`config.mk`:
```
export PLATFORM = sky130hd
export DESIGN_NAME = pfs_pin_mux
export DESIGN_NICKNAME = d
export VERILOG_FILES = /design/src/verilog/pfs_pkg.sv /design/src/verilog/pfs_pin_mux.sv
export SDC_FILE = /design/constraint.sdc
export NUM_CORES = 1
export LEC_CHECK = 0
export BUFFER_PORTS_ARGS = -buffer_cell sky130_fd_sc_hd__buf_2
export CAP_MARGIN = 10
export CORE_AREA = 5 5 202 204
export DETAILED_ROUTE_END_ITERATION = 8
export DIE_AREA = 0 0 207 209
export SYNTH_ARGS = -nofsm -noshare
export SYNTH_HDL_FRONTEND = slang
export SYNTH_SLANG_ARGS = --single-unit
export TNS_END_PERCENT = 5
```
`constraint.sdc`:
```
create_clock -name clock_i -period 3.4 [get_ports clock_i]
set_input_delay 0.34 -clock clock_i [delete_from_list [all_inputs] [get_ports clock_i]]
set_output_delay 0.34 -clock clock_i [all_outputs]
set_load 0.01 [all_outputs]
```
`src/verilog/pfs_pkg.sv`:
```
// Constants for the port pin function select block: register map, field layout and selector codes.
// Assumes a 32-pin general-purpose port whose pins are shared with on-chip peripherals.
`default_nettype none
package pfs_pkg;

  // Register byte addresses on the peripheral bus.
  localparam logic [31:0] PFS_ADDR_SEL_LOW = 32'he002c000;
  localparam logic [31:0] PFS_ADDR_SEL_HIGH = 32'he002c004;

  // Reset values of both selector registers; zero selects GPIO on every pin.
  localparam logic [31:0] PFS_RESET_SEL_LOW = 32'h00000000;
  localparam logic [31:0] PFS_RESET_SEL_HIGH = 32'h00000000;

  // Field layout: one 2-bit field per pin, pin n of a register at bits 2n+1:2n.
  localparam int PFS_FIELD_W = 2;
  localparam int PFS_PINS = 32;
  localparam int PFS_PINS_PER_REG = 16;
  localparam int PFS_ALT_CODES = 3;

  // Selector codes.
  typedef enum logic [1:0] {
    PFS_SEL_PRIMARY = 2'h0,
    PFS_SEL_ALT1 = 2'h1,
    PFS_SEL_ALT2 = 2'h2,
    PFS_SEL_ALT3 = 2'h3
  } pfs_sel_t;

  // Pins whose third alternate is an analog converter input.
  localparam logic [31:0] PFS_ANALOG_ALT3_MASK = 32'h00001c00;

  // Pins hosting converter channels 3, 4 and 5.
  localparam int PFS_PIN_ADC3 = 10;
  localparam int PFS_PIN_ADC4 = 11;
  localparam int PFS_PIN_ADC5 = 12;

  // Read value of an unmapped address.
  localparam logic [31:0] PFS_RDATA_UNMAPPED = 32'h00000000;

endpackage
`default_nettype wire
```
`src/verilog/pfs_pin_mux.sv`:
```
// Pin function multiplexer for a 32-pin port, with two selector registers on an APB slave.
// Assumes pad inputs are asynchronous, peripheral signals are on clock_i, and the GPIO port lives elsewhere.
//
// Contract
// Selector register fields steer each pin to GPIO or one peripheral signal.
// A selected function excludes all other functions on that pin completely; the converter taps of pins 10 to 12 follow the pin under any selection.
// Converter inputs always see their pin level whatever the selector chooses.
// Analog path enabled and conversions valid only when analog input selected.
// Direction bit acts only under GPIO; peripherals set direction themselves.
// Software routes a peripheral to pins before enabling it or its interrupts.
// An enabled but unrouted peripheral has no defined behaviour for software.
// Exactly two read/write 32-bit selector registers at the two fixed addresses.
// Reset clears both selector registers, selecting GPIO on every pin.
// Pins 0 to 3 alternates: UART A, I2C A, timer 3 and timer 0.
// Pins 4 to 7 alternates: SPI A, timer 0 and timer 2 signals.
// Pins 8 to 11 alternates: UART B, timer 2, timer 1, converter inputs.
// Pins 12 to 15 alternates: UART B modem, interrupts, timer 1, SSP, converter.
// Selector codes: 00 primary, 01 first, 10 second, 11 third alternate.
// High register holds pins 16 to 31 ascending, last pin at bits 31:30.
// A write routes from the next cycle; reads return last written fields.
`timescale 1ns/1ps
`default_nettype none
module pfs_pin_mux (
  input wire logic clock_i, // System clock, 10 MHz.
  input wire logic reset_i, // Synchronous reset, active high.
  input wire logic clk_en_i, // Clock enable; all state holds while low.
  input wire logic [31:0] paddr_i, // APB address.
  input wire logic psel_i, // APB select.
  input wire logic penable_i, // APB enable.
  input wire logic pwrite_i, // APB direction, high for write.
  input wire logic [31:0] pwdata_i, // APB write data.
  output logic [31:0] prdata_o, // APB read data.
  output logic pready_o, // APB ready.
  output logic pslverr_o, // APB error, unmapped address.
  input wire logic [31:0] pad_in_i, // Pad input levels, asynchronous.
  output logic [31:0] pad_out_o, // Pad output levels.
  output logic [31:0] pad_oe_n_o, // Pad output enables, low drives.
  output logic [31:0] pad_digital_en_o, // Digital pad section enabled.
  input wire logic [31:0] gpio_out_i, // GPIO output levels.
  input wire logic [31:0] port_direction_reg_i, // GPIO direction, high is output.
  output logic [31:0] gpio_in_o, // GPIO input levels.
  input wire logic uart_a_transmit_i, // UART A transmit data.
  input wire logic t3_match_1_i, // Timer 3 match 1.
  input wire logic t3_match_2_i, // Timer 3 match 2.
  input wire logic i2c_a_clock_drive_low_i, // I2C A clock pull low.
  input wire logic i2c_a_data_drive_low_i, // I2C A data pull low.
  input wire logic t0_match_0_i, // Timer 0 match 0.
  input wire logic spi_a_clock_out_i, // SPI A clock out.
  input wire logic spi_a_clock_oe_n_i, // SPI A clock enable, low drives.
  input wire logic spi_a_master_in_out_i, // SPI A master-in line out.
  input wire logic spi_a_master_in_oe_n_i, // SPI A master-in enable, low drives.
  input wire logic spi_a_master_out_out_i, // SPI A master-out line out.
  input wire logic spi_a_master_out_oe_n_i, // SPI A master-out enable, low drives.
  input wire logic t0_match_1_i, // Timer 0 match 1.
  input wire logic t2_match_0_i, // Timer 2 match 0.
  input wire logic uart_b_transmit_i, // UART B transmit data.
  input wire logic t2_match_1_i, // Timer 2 match 1.
  input wire logic t2_match_2_i, // Timer 2 match 2.
  input wire logic uart_b_request_send_i, // UART B request to send.
  input wire logic t1_match_0_i, // Timer 1 match 0.
  input wire logic t1_match_1_i, // Timer 1 match 1.
  input wire logic uart_b_terminal_ready_i, // UART B terminal ready.
  input wire logic ssp_serial_clock_out_i, // SSP clock out.
  input wire logic ssp_serial_clock_oe_n_i, // SSP clock enable, low drives.
  output logic uart_a_receive_o, // UART A receive data.
  output logic i2c_a_clock_o, // I2C A clock level.
  output logic i2c_a_data_o, // I2C A data level.
  output logic t0_capture_0_o, // Timer 0 capture 0.
  output logic spi_a_clock_o, // SPI A clock level.
  output logic spi_a_master_in_o, // SPI A master-in level.
  output logic spi_a_master_out_o, // SPI A master-out level.
  output logic t0_capture_1_o, // Timer 0 capture 1.
  output logic t0_capture_2_o, // Timer 0 capture 2.
  output logic spi_a_select_o, // SPI A slave select.
  output logic uart_b_receive_o, // UART B receive data.
  output logic t1_capture_0_o, // Timer 1 capture 0.
  output logic uart_b_clear_send_o, // UART B clear to send.
  output logic t1_capture_1_o, // Timer 1 capture 1.
  output logic uart_b_data_set_ready_o, // UART B data set ready.
  output logic ext_irq_1_o, // External interrupt 1.
  output logic ext_irq_2_o, // External interrupt 2.
  output logic ssp_serial_clock_o, // SSP clock level.
  output logic uart_b_carrier_detect_o, // UART B carrier detect.
  output logic uart_b_ring_o, // UART B ring indicator.
  output logic [2:0] adc_level_o, // Pin level seen by converter channels 3..5.
  output logic [2:0] adc_valid_o, // Converter channels 3..5 routed, results valid.
  input wire logic [47:0] upper_alt_out_i, // Pins 16..31 alternate outputs, index 3*(pin-16)+code-1.
  input wire logic [47:0] upper_alt_oe_n_i, // Pins 16..31 alternate enables, low drives.
  output logic [47:0] upper_alt_in_o // Pins 16..31 alternate inputs.
);
  import pfs_pkg::*;

  // Field of the combined 64-bit selector for pin p.
  function automatic logic [1:0] field_of(input logic [63:0] sel, input int p);
    field_of = sel[p*PFS_FIELD_W +: PFS_FIELD_W];
  endfunction

  function automatic logic addr_is(input logic [31:0] addr, input logic [31:0] base);
    addr_is = (addr == base);
  endfunction

  logic [31:0] sel_low_r;
  logic [31:0] sel_high_r;
  logic [63:0] sel_all;
  logic [31:0] pad_meta_r;
  logic [31:0] pad_sync_r;
  logic [31:0] prdata_r;
  logic slverr_r;
  logic cap_r;
  logic setup;
  logic access_done;
  logic hit_low;
  logic hit_high;
  logic [31:0][3:1] alt_out;
  logic [31:0][3:1] alt_oe_n;
  logic [31:0][3:1] alt_in_r;
  logic [31:0] pad_out_nxt;
  logic [31:0] pad_oe_n_nxt;
  logic [31:0] analog_sel;
  logic [31:0] gpio_in_r;
  logic [31:0] pad_out_r;
  logic [31:0] pad_oe_n_r;
  logic [31:0] digital_en_r;
  logic [2:0] adc_level_r;
  logic [2:0] adc_valid_r;

  assign sel_all = {sel_high_r, sel_low_r};

  // APB slave: zero wait states, read data captured in the setup cycle.
  assign setup = psel_i & ~penable_i;
  assign hit_low = addr_is(paddr_i, PFS_ADDR_SEL_LOW);
  assign hit_high = addr_is(paddr_i, PFS_ADDR_SEL_HIGH);
  // A setup cycle lost to a low clock enable leaves cap_r clear, so ready never comes for that transfer.
  assign pready_o = psel_i & penable_i & clk_en_i & cap_r;
  assign access_done = pready_o;
  assign pslverr_o = pready_o & slverr_r;
  assign prdata_o = prdata_r;

  always_ff @(posedge clock_i) begin
    if (reset_i) begin
      prdata_r <= PFS_RDATA_UNMAPPED;
      slverr_r <= 1'b0;
      cap_r <= 1'b0;
    end else if (clk_en_i) begin
      if (setup) begin
        cap_r <= 1'b1;
        slverr_r <= ~(hit_low | hit_high);
        if (hit_low) begin
          prdata_r <= sel_low_r;
        end else if (hit_high) begin
          prdata_r <= sel_high_r;
        end else begin
          prdata_r <= PFS_RDATA_UNMAPPED;
        end
      end else if (access_done) begin
        cap_r <= 1'b0;
      end
    end
  end

  // Selector registers; every bit is stored, so reserved codes read back as written.
  always_ff @(posedge clock_i) begin
    if (reset_i) begin
      sel_low_r <= PFS_RESET_SEL_LOW;
      sel_high_r <= PFS_RESET_SEL_HIGH;
    end else if (clk_en_i && access_done && pwrite_i) begin
      if (hit_low) begin
        sel_low_r <= pwdata_i;
      end
      if (hit_high) begin
        sel_high_r <= pwdata_i;
      end
    end
  end

  // Two-stage synchroniser for the pad inputs.
  always_ff @(posedge clock_i) begin
    if (reset_i) begin
      pad_meta_r <= 32'h00000000;
      pad_sync_r <= 32'h00000000;
    end else if (clk_en_i) begin
      pad_meta_r <= pad_in_i;
      pad_sync_r <= pad_meta_r;
    end
  end

  // Peripheral drive per pin and code; reserved slots release the pad.
  always_comb begin
    alt_out = '0;
    alt_oe_n = '1;
    alt_out[0][1] = uart_a_transmit_i;
    alt_oe_n[0][1] = 1'b0;
    alt_out[0][2] = t3_match_1_i;
    alt_oe_n[0][2] = 1'b0;
    alt_out[1][2] = t3_match_2_i;
    alt_oe_n[1][2] = 1'b0;
    // I2C pads are open drain: the pad only ever pulls low.
    alt_oe_n[2][1] = ~i2c_a_clock_drive_low_i;
    alt_oe_n[3][1] = ~i2c_a_data_drive_low_i;
    alt_out[3][2] = t0_match_0_i;
    alt_oe_n[3][2] = 1'b0;
    alt_out[4][1] = spi_a_clock_out_i;
    alt_oe_n[4][1] = spi_a_clock_oe_n_i;
    alt_out[5][1] = spi_a_master_in_out_i;
    alt_oe_n[5][1] = spi_a_master_in_oe_n_i;
    alt_out[5][2] = t0_match_1_i;
    alt_oe_n[5][2] = 1'b0;
    alt_out[6][1] = spi_a_master_out_out_i;
    alt_oe_n[6][1] = spi_a_master_out_oe_n_i;
    alt_out[7][2] = t2_match_0_i;
    alt_oe_n[7][2] = 1'b0;
    alt_out[8][1] = uart_b_transmit_i;
    alt_oe_n[8][1] = 1'b0;
    alt_out[8][2] = t2_match_1_i;
    alt_oe_n[8][2] = 1'b0;
    alt_out[9][2] = t2_match_2_i;
    alt_oe_n[9][2] = 1'b0;
    alt_out[10][1] = uart_b_request_send_i;
    alt_oe_n[10][1] = 1'b0;
    alt_out[12][2] = t1_match_0_i;
    alt_oe_n[12][2] = 1'b0;
    alt_out[13][2] = t1_match_1_i;
    alt_oe_n[13][2] = 1'b0;
    alt_out[13][3] = uart_b_terminal_ready_i;
    alt_oe_n[13][3] = 1'b0;
    alt_out[14][2] = ssp_serial_clock_out_i;
    alt_oe_n[14][2] = ssp_serial_clock_oe_n_i;
    for (int p = PFS_PINS_PER_REG; p < PFS_PINS; p++) begin
      for (int c = 1; c <= PFS_ALT_CODES; c++) begin
        alt_out[p][c] = upper_alt_out_i[(p-PFS_PINS_PER_REG)*PFS_ALT_CODES+c-1];
        alt_oe_n[p][c] = upper_alt_oe_n_i[(p-PFS_PINS_PER_REG)*PFS_ALT_CODES+c-1];
      end
    end
  end

  // Per-pin multiplexer.
  genvar gp;
  generate
    for (gp = 0; gp < PFS_PINS; gp++) begin : g_pin
      logic [1:0] fsel;
      assign fsel = field_of(sel_all, gp);
      assign analog_sel[gp] = PFS_ANALOG_ALT3_MASK[gp] & (fsel == PFS_SEL_ALT3);

      always_comb begin
        case (fsel)
          PFS_SEL_PRIMARY: begin
            pad_out_nxt[gp] = gpio_out_i[gp];
            pad_oe_n_nxt[gp] = ~port_direction_reg_i[gp];
          end
          PFS_SEL_ALT1: begin
            pad_out_nxt[gp] = alt_out[gp][1];
            pad_oe_n_nxt[gp] = alt_oe_n[gp][1];
          end
          PFS_SEL_ALT2: begin
            pad_out_nxt[gp] = alt_out[gp][2];
            pad_oe_n_nxt[gp] = alt_oe_n[gp][2];
          end
          PFS_SEL_ALT3: begin
            pad_out_nxt[gp] = alt_out[gp][3];
            pad_oe_n_nxt[gp] = alt_oe_n[gp][3];
          end
          default: begin
            pad_out_nxt[gp] = 1'b0;
            pad_oe_n_nxt[gp] = 1'b1;
          end
        endcase
      end

      // Digital inputs reach only the selected function; all others read zero.
      always_ff @(posedge clock_i) begin
        if (reset_i) begin
          alt_in_r[gp] <= 3'h0;
          gpio_in_r[gp] <= 1'b0;
        end else if (clk_en_i) begin
          for (int c = 1; c <= PFS_ALT_CODES; c++) begin
            alt_in_r[gp][c] <= pad_sync_r[gp] & (fsel == 2'(c)) & ~analog_sel[gp];
          end
          gpio_in_r[gp] <= pad_sync_r[gp] & (fsel == PFS_SEL_PRIMARY);
        end
      end
    end
  endgenerate

  // Registered pad drive; an analog selection releases the pad and turns its digital section off.
  always_ff @(posedge clock_i) begin
    if (reset_i) begin
      pad_out_r <= 32'h00000000;
      pad_oe_n_r <= 32'hffffffff;
      digital_en_r <= 32'hffffffff;
    end else if (clk_en_i) begin
      pad_out_r <= pad_out_nxt;
      pad_oe_n_r <= pad_oe_n_nxt;
      digital_en_r <= ~analog_sel;
    end
  end

  // The converter tap follows the pin under any selection; only validity depends on routing.
  always_ff @(posedge clock_i) begin
    if (reset_i) begin
      adc_level_r <= 3'h0;
      adc_valid_r <= 3'h0;
    end else if (clk_en_i) begin
      adc_level_r <= {pad_sync_r[PFS_PIN_ADC5], pad_sync_r[PFS_PIN_ADC4], pad_sync_r[PFS_PIN_ADC3]};
      adc_valid_r <= {analog_sel[PFS_PIN_ADC5], analog_sel[PFS_PIN_ADC4], analog_sel[PFS_PIN_ADC3]};
    end
  end

  assign pad_out_o = pad_out_r;
  assign pad_oe_n_o = pad_oe_n_r;
  assign pad_digital_en_o = digital_en_r;
  assign gpio_in_o = gpio_in_r;
  assign adc_level_o = adc_level_r;
  assign adc_valid_o = adc_valid_r;

  // Peripheral inputs; an unrouted peripheral sees a constant zero.
  assign uart_a_receive_o = alt_in_r[1][1];
  assign i2c_a_clock_o = alt_in_r[2][1];
  assign t0_capture_0_o = alt_in_r[2][2];
  assign i2c_a_data_o = alt_in_r[3][1];
  assign spi_a_clock_o = alt_in_r[4][1];
  assign t0_capture_1_o = alt_in_r[4][2];
  assign spi_a_master_in_o = alt_in_r[5][1];
  assign spi_a_master_out_o = alt_in_r[6][1];
  assign t0_capture_2_o = alt_in_r[6][2];
  assign spi_a_select_o = alt_in_r[7][1];
  assign uart_b_receive_o = alt_in_r[9][1];
  assign t1_capture_0_o = alt_in_r[10][2];
  assign uart_b_clear_send_o = alt_in_r[11][1];
  assign t1_capture_1_o = alt_in_r[11][2];
  assign uart_b_data_set_ready_o = alt_in_r[12][1];
  assign ext_irq_1_o = alt_in_r[14][1];
  assign ssp_serial_clock_o = alt_in_r[14][2];
  assign uart_b_carrier_detect_o = alt_in_r[14][3];
  assign ext_irq_2_o = alt_in_r[15][1];
  assign uart_b_ring_o = alt_in_r[15][3];

  generate
    for (gp = PFS_PINS_PER_REG; gp < PFS_PINS; gp++) begin : g_upper
      assign upper_alt_in_o[(gp-PFS_PINS_PER_REG)*PFS_ALT_CODES +: PFS_ALT_CODES] = alt_in_r[gp];
    end
  endgenerate

endmodule // pfs_pin_mux
`default_nettype wire

```
# ---- Yosys cells after proc, flatten, opt, wreduce, memory -nomap -nowiden
# Cells that the tools add are included.
dict set report classes {
  addsub 0
  n_mul 0
  div_mod_pow 0
  order_cmp 0
  eq_ne 98
  shift 0
  mux 68
  bitwise_logic 153
  n_reduce_logical 55
}
# cell count
set ops {}
lappend ops {{$pmux 1 s4} 38}
lappend ops {{$eq 2x2->1 const B} 64}
lappend ops {{$and 1x1->1} 112}
lappend ops {{$eq 2x1->1 const B} 32}
lappend ops {{$eq 32x32->1 const B} 2}
lappend ops {{$logic_not 2->1} 32}
lappend ops {{$mux 32} 2}
lappend ops {{$pmux 1 s3} 21}
lappend ops {{$not 1->1} 39}
lappend ops {{$not 13->32} 1}
lappend ops {{$reduce_or 2->1} 13}
lappend ops {{$pmux 1 s2} 5}
lappend ops {{$reduce_or 3->1} 3}
lappend ops {{$reduce_and 2->1} 4}
lappend ops {{$logic_and 1x1->1} 2}
lappend ops {{$mux 1} 2}
lappend ops {{$reduce_bool 2->1} 1}
lappend ops {{$or 1x1->1} 1}
dict set report totals {
  ff_bits 366
  latch_bits 0
  ramBits 0
  romBits 0
  input_bits 285
  out_inout_bits 236
  wordCells 447
  mem_count 0
}

# ---- Depth between registers and ports, before layout
# Gate-level depths: netlist of run 1.
dict set report logic_depth {
  word_depth 6
  depth_mapped 6
  ltp_nobuf 4
}

# ---- Worst setup path before layout of run 1
# No wires, ideal clock.
dict set report synth_timing {
  path_kind {input to register}
  from {input port paddr_i[11]}
  to {register sel_high_r[10]}
  setup_ns 0.072
  t_arrival_ns 1.703
  t_required_ns 3.328
  setup_slack_ns 1.626
  path_stages 5
  path_buffers 1
  cell_sequence {nor4_2 -> nand4_2 -> nor4_4 -> buf_6 -> mux2i_1}
}
dict set report synth_between {
  elab_chain_len 2
}
# item line_no
set synth_lines {}
lappend synth_lines {{start: declaration} pfs_pin_mux.sv:27} ;# input wire logic [31:0] paddr_i,
lappend synth_lines {{$eq 32x32->1} pfs_pin_mux.sv:99} ;# addr_is = (addr == base);
lappend synth_lines {{$reduce_and 2->1 (no line)} -}
lappend synth_lines {{end signal: assignment} pfs_pin_mux.sv:171} ;# sel_high_r <= pwdata_i;
lappend synth_lines {{end: declaration} pfs_pin_mux.sv:103} ;# logic [31:0] sel_high_r;
# Every way passes these cells.
# A chain may end at the register's enable or synchronous reset.

# ---- Final worst setup path of run 1
dict set report layout_timing {
  from {input port paddr_i[11]}
  to {register sel_low_r[2]}
}
dict set report layout_between {
  elab_chain_len 2
}
# item line_no
set layout_lines {}
lappend layout_lines {{$eq 32x32->1} pfs_pin_mux.sv:99}
lappend layout_lines {{$reduce_and 2->1 (no line)} -}
lappend layout_lines {{end signal: assignment} pfs_pin_mux.sv:168} ;# sel_low_r <= pwdata_i;
lappend layout_lines {{end: declaration} pfs_pin_mux.sv:102} ;# logic [31:0] sel_low_r;
# Every way passes these cells.

==> impl_metrics.env, run 1 <==
export IMPL_status="finished clean"
export IMPL_async_reset_ff_frac=0
export IMPL_syn_inst=1456
export IMPL_core_area_mm2=0.0391
export IMPL_clock_fmax_ghz=0.514
export IMPL_grt_pass1_wl_mm=73.4
export IMPL_rows=73
export IMPL_ff2ff_setup_slack_ns=1.54
export IMPL_worstPathRequired_ns=3.86
export IMPL_port_buffers=491
export IMPL_antenna_found_initial=14
export IMPL_cts_root_buf="clkbuf_16"
export IMPL_utilization=0.468
export IMPL_clk_pin_slew_ns=0.05
export IMPL_mostFrequentLayoutCell="buf_2"
export IMPL_grt_use_met3=0.0643
export IMPL_grtUsageMet1=0.274
export IMPL_synthAdderAreaFrac=0
export IMPL_syn_area_per_cell_um2=9.78
export IMPL_worst_slew_pin_slew_ns=0.865
export IMPL_initial_core_util=0.364
export IMPL_crit_slowest_cell="buf_4"
export IMPL_finalSetupViolations=0
export IMPL_ant_nets=0
export IMPL_drt_iter0_markers=607
export IMPL_die_height_um=209
export IMPL_synth_xor_area_share=0
export IMPL_hp_class="primary input to flop"
export IMPL_critPathMaxFanout=32
export IMPL_worstPathArrival_ns=2.40
export IMPL_endpoint_kind="flop"
export IMPL_fin_crit_sh=0.573
export IMPL_hp_start="pad_in_i[14]"
export IMPL_cts_buffer_depth=3
export IMPL_clkLatencyLatePin_ns=0.54
export IMPL_busiest_layer="met2"
export IMPL_final_cell_area_mm2=0.0183
export IMPL_grt_overflow=0
export IMPL_cts_tree="yes"
export IMPL_synth_edff_count=0
export IMPL_grt_use_total=0.212
export IMPL_synthFlopType="dfxtp_1"
export IMPL_htreeDepth=2
export IMPL_yosys_area_share_simple=0.209
export IMPL_viasPerCell=5.07
export IMPL_finClkSkew_ns=0.0152
export IMPL_p_leak_uw=0.00800
export IMPL_vias=12500
export IMPL_grt_max_degree=137
export IMPL_yosysUniqueCellTypes=42
export IMPL_pre_cts_slack_ns=0.884
export IMPL_hold_violations=0
export IMPL_clock_sinks=335
export IMPL_placed_cell_area_mm2=0.0170
export IMPL_fin_crit_ns=1.95
export IMPL_die_x_um=207
export IMPL_fin_ws_ns=1.45
export IMPL_grt_pass1_vias=12400
export IMPL_drive_gt1_frac=0.318
export IMPL_max_vdd_ir_drop_uv=336
export IMPL_cts_resized=0
export IMPL_finalSetupTns_ns=0
export IMPL_cp_start_kind="primary input"
export IMPL_r2r_start="cap_r"
export IMPL_wl_per_cell_um=19.7
export IMPL_nNetsFinal=2195
export IMPL_synth_top_family_by_area="simple AND/OR/NAND/NOR gates"
export IMPL_dieArea_mm2=0.0433
export IMPL_synth_area_mux_share=0.186
export IMPL_dp_hpwl_mm=35.7
export IMPL_synth_compound_area_frac=0.0818
export IMPL_ys_seq_elements=335
export IMPL_dr_pass1_iters=5
export IMPL_yosys_warnings=0
export IMPL_ios=521
export IMPL_crit_start="paddr_i[11]"
export IMPL_areaGrowthSynthToFinish_pct=28.5
export IMPL_drv_cap=0
export IMPL_layout_common_cells="buf_2 (489), dfxtp_1 (335), mux2i_1 (192), nor2_1 (177), nand2_1 (124)"
export IMPL_grt_util_met2=0.341
export IMPL_wirelength_mm=48.5
export IMPL_rsz0062_at_grt="false"
export IMPL_post_place_cells=2394
export IMPL_slew_violations=0
export IMPL_numCtsBuffers=38
export IMPL_slowest_delay_ns=0.55
export IMPL_max_slew_margin=0.422
export IMPL_critPathKind="primary input to flop"
export IMPL_yosysSeqAreaShare=0.471
export IMPL_netlist_area_mm2=0.0142
export IMPL_gp_congestion=0.884
export IMPL_worstPathCellList="buf_2, nor4_2, nand4_2, nor4_4, buf_4, mux2i_1"
export IMPL_drc=0
export IMPL_power_density_mw_per_mm2=487
export IMPL_stdcell_count=2466
## repair_timing
action	4_1_cts	5_1_grt
endpoints found under the hold margin	1	0
hold buffers	1	0
buffers inserted	0	0
## area by class of cell
cell class | instances | area (µm²)
fill | 3874 | 20800
multi-input combinational | 1002 | 6920
sequential | 335 | 6710
timing repair buffer | 514 | 2680
clock buffer | 56 | 1150
tap | 525 | 657
clock inverter | 6 | 83.8
inverter | 19 | 76.3
antenna | 9 | 22.5
## power by group
part           total (µW)  leakage [µW]  internal (µW)  switching [µW]
Clock                4070      0.000609           2480            1590
Combinational         747       0.00467            339             408
Sequential           4090       0.00273           4030            61.3
Total                8910       0.00800           6850            2060
## Yosys cell counts, types with 2 or more instances
master    count  area [µm²]
a211o_1       4        35.0
a21oi_1     117         586
a22oi_1       2        15.0
a32oi_1       2        17.5
and4bb_1      2        25.0
buf_1         7        26.3
buf_2        16        80.1
buf_4        29         218
buf_6         6        67.6
clkbuf_1     70         263
dfxtp_1     335        6710
inv_1        17        63.8
inv_2         2        7.51
mux2i_1     192        1920
mux4_2       32         721
nand2_1     124         465
nand2b_1     65         407
nand3_1      17        85.1
nand3b_1      4        30.0
nand4_1      18         113
nand4b_1     46         403
nor2_1      179         672
nor2b_1       4        25.0
nor3_1       18        90.1
nor3b_1      32         240
nor4_4        4        85.1
nor4b_1      26         228
o211ai_1      5        37.5
o21ai_0      37         185
o22a_1       32         280
## stage by stage
stage | hold slack, ns | total power, µW
2_1_floorplan | 0.449 | 4600
3_3_place_gp | 0.447 | 4920
3_5_place_dp | 0.450 | 4930
4_1_cts | 0.00245 | 9040
5_1_grt | 0.0334 | 9270
6_report | 0.0432 | 8910
## state kept, by name, summed over array words and instances (netlist names), 3 cells and up
signal,flops
upper_alt_in_o,48
pad_sync_r,32
sel_high_r,32
sel_low_r,32
pad_oe_n_o,32
gpio_in_o,32
adc_level_o,3
pad_out_o,32
prdata_o,32
pad_meta_r,32
adc_valid_o,3
pad_digital_en_o,3
## cells by family (layout without fill, tap and decap cells)
| logic type | Yosys count | count (layout) |
|---|---|---|
| flops | 335 | 335 |
| other cells | 1 | 38 |
| buf+inv | 147 | 595 |
| mux | 225 | 225 |
| simple gates | 548 | 548 |
| compound gates | 200 | 200 |
## critical path, delay by kind of cell
kind	cells	cell delay, ns
AND/OR/NAND/NOR	3	1.11
buffers and inverters	2	0.65
multiplexers	1	0.26
## metal layers
layer  vias up  share of wire
met1      5949           0.43
met4         6          0.025
met5         -         0.0010
li1       6031              -
met2       443           0.46
met3        78          0.077
## path summary, 6_finish.rpt
| kind | to | cells past startpoint |
|---|---|---|
| setup reg to reg | sel_low_r[2] | 5 |
| setup / recovery | sel_low_r[2] | 6 |
| hold reg to reg | i2c_a_data_o | 2 |
| hold / removal | pad_meta_r[14] | 3 |
No activity file was read; power rests on OpenSTA's default activity.
==> run 2, diff against run 1 <==
==> constraint.sdc (replaced) <==
create_clock -name clock_i -period 1.8 [get_ports clock_i]
set_input_delay 0.18 -clock clock_i [delete_from_list [all_inputs] [get_ports clock_i]]
set_output_delay 0.18 -clock clock_i [all_outputs]
set_load 0.01 [all_outputs]
==> impl_metrics.env, run 2 (synthesis results as in run 1) <==
export IMPL_wirelength_mm=50.7
export IMPL_combPwrFrac=0.092
export IMPL_dr_pass1_iters=5
export IMPL_hp_start="penable_i"
export IMPL_intPower_uw=13500
export IMPL_worstPathRequired_ns=2.26
export IMPL_mostFrequentLayoutCell="buf_2"
export IMPL_hold_violations=0
export IMPL_final_cell_area_mm2=0.0196
export IMPL_cts_setup_buffers=0
export IMPL_die_x_um=207
export IMPL_wl_per_cell_um=19.6
export IMPL_vias=13100
export IMPL_antenna_found_initial=3
export IMPL_drv_cap=0
export IMPL_r2r_start="cap_r"
export IMPL_power_frac_seq=0.439
export IMPL_p_total_uw=17600
export IMPL_dp_hpwl_mm=37.8
export IMPL_layout_common_cells="buf_2 (489), dfxtp_1 (335), mux2i_1 (192), nor2_1 (177), nand2_1 (124)"
export IMPL_placed_cell_area_mm2=0.0175
export IMPL_fin_crit_ns=1.67
export IMPL_swShare=0.232
export IMPL_nFillCells=3776
export IMPL_crit_start="cap_r"
export IMPL_gp_congestion=0.876
export IMPL_cts_buffer_depth=3
export IMPL_fin_crit_sh=0.926
export IMPL_grt_max_degree=87
export IMPL_drive_gt1_frac=0.324
export IMPL_max_slew_margin=0.651
export IMPL_max_vdd_ir_drop_uv=759
export IMPL_grt_pass1_wl_mm=76.9
export IMPL_critPathMaxFanout=22
export IMPL_grt_use_total=0.222
export IMPL_grt_pass1_vias=13200
export IMPL_power_switching_uw=4080
export IMPL_cts_root_buf="clkbuf_16"
export IMPL_rows=73
export IMPL_drc=0
export IMPL_drt_iter0_markers=636
export IMPL_areaGrowthSynthToFinish_pct=37.5
export IMPL_stdcell_count=2583
export IMPL_p_leak_uw=0.00863
export IMPL_power_density_mw_per_mm2=900
export IMPL_hp_class="primary input to flop"
export IMPL_finClkSkew_ns=0.00865
export IMPL_finalSetupViolations=0
export IMPL_clock_sinks=335
export IMPL_worstPathArrival_ns=2.13
export IMPL_pwr_share_clk=0.469
export IMPL_worst_slew_pin_slew_ns=0.516
export IMPL_cp_start_kind="flop"
export IMPL_initial_core_util=0.364
export IMPL_cts_tree="yes"
export IMPL_port_buffers=491
export IMPL_post_place_cells=2437
export IMPL_clk_pin_slew_ns=0.06
export IMPL_clkLatencyLatePin_ns=0.54
export IMPL_critPathKind="flop to flop"
export IMPL_grt_overflow=0
export IMPL_rsz0062_at_grt="false"
export IMPL_status="finished clean"
export IMPL_dieArea_mm2=0.0433
export IMPL_clock_fmax_ghz=0.600
export IMPL_htreeDepth=2
export IMPL_largest_reg_flops=48
export IMPL_core_area_mm2=0.0391
export IMPL_slew_violations=0
export IMPL_die_height_um=209
export IMPL_ant_nets=0
export IMPL_timing_hold_ws_ns=0.0295
export IMPL_ios=521
export IMPL_viasPerCell=5.06
export IMPL_endpoint_kind="flop"
export IMPL_nNetsFinal=2313
export IMPL_numCtsBuffers=39
## run 2: cell count changes in the layout (fill, tap and decap cells not counted)
cell | before | now
buf_6 | 0 | 1
clkinv_4 | 1 | 0
buf_12 | 2 | 11
clkbuf_1 | 8 | 6
buf_4 | 20 | 53
dlygate4sd3_1 | 1 | 75
diode_2 | 9 | 1
bufinv_16 | 2 | 3
clkinv_2 | 3 | 7
clkbuf_8 | 9 | 15
## run 2: stage by stage
stage           util  setup WS, ns  setup TNS, ns
2_1_floorplan      -         0.186              0
3_3_place_gp   0.447        0.0187              0
3_5_place_dp   0.447       -0.0617         -0.285
4_1_cts        0.500         0.113              0
5_1_grt        0.501        0.0231              0
6_report       0.501         0.134              0
## run 2: metal layers
| layer | share of wire | global-route usage | vias up |
|---|---|---|---|
| met5 | 0.00053 | 0 | - |
| met4 | 0.028 | 0.0759 | 4 |
| met3 | 0.072 | 0.0592 | 76 |
| met2 | 0.47 | 0.365 | 460 |
| met1 | 0.43 | 0.284 | 6281 |
| li1 | - | - | 6246 |
## run 2: timing repair
item | in CTS | in global routing
setup endpoints to repair | 0 | 4
hold buffers | 75 | 0
gates resized for setup | 0 | 1
endpoints found under the hold margin | 107 | 0
## run 2: power by group through the flow
stage	logic [µW]	registers (µW)	clock network, µW
after floorplan	744	7940	0
after global placement	1470	7890	0
after detailed placement	1490	7900	0
after CTS	1630	7740	8480
after global routing	1770	7760	8780
final	1620	7740	8250
## run 2: area by class of cell
class,count,area [µm²],share of cell area
multi-input cells,1002,6920,0.354
flip-flops and latches,335,6710,0.343
repair buffers,631,3850,0.197
clock buffers,60,1230,0.0627
well taps,525,657,0.0336
clock inverters,10,125,0.00639
inverters,19,76.3,0.00390
diodes,1,2.50,0.000128
## run 2: final timing paths
path                             end  slack, ns  cells after the start
setup / recovery      sel_high_r[10]       0.13                      5
hold / removal              slverr_r       0.03                      3
setup reg to reg      sel_high_r[10]       0.13                      5
hold reg to reg   upper_alt_in_o[28]       0.46                      2
## run 2: worst max-delay path, cell delays in order, from the launching register on
cell and delay (ns):
dfxtp_1 0.32, and4_1 0.24, nand2_1 0.19, nor4_4 0.32
buf_12 0.26, mux2i_1 0.23
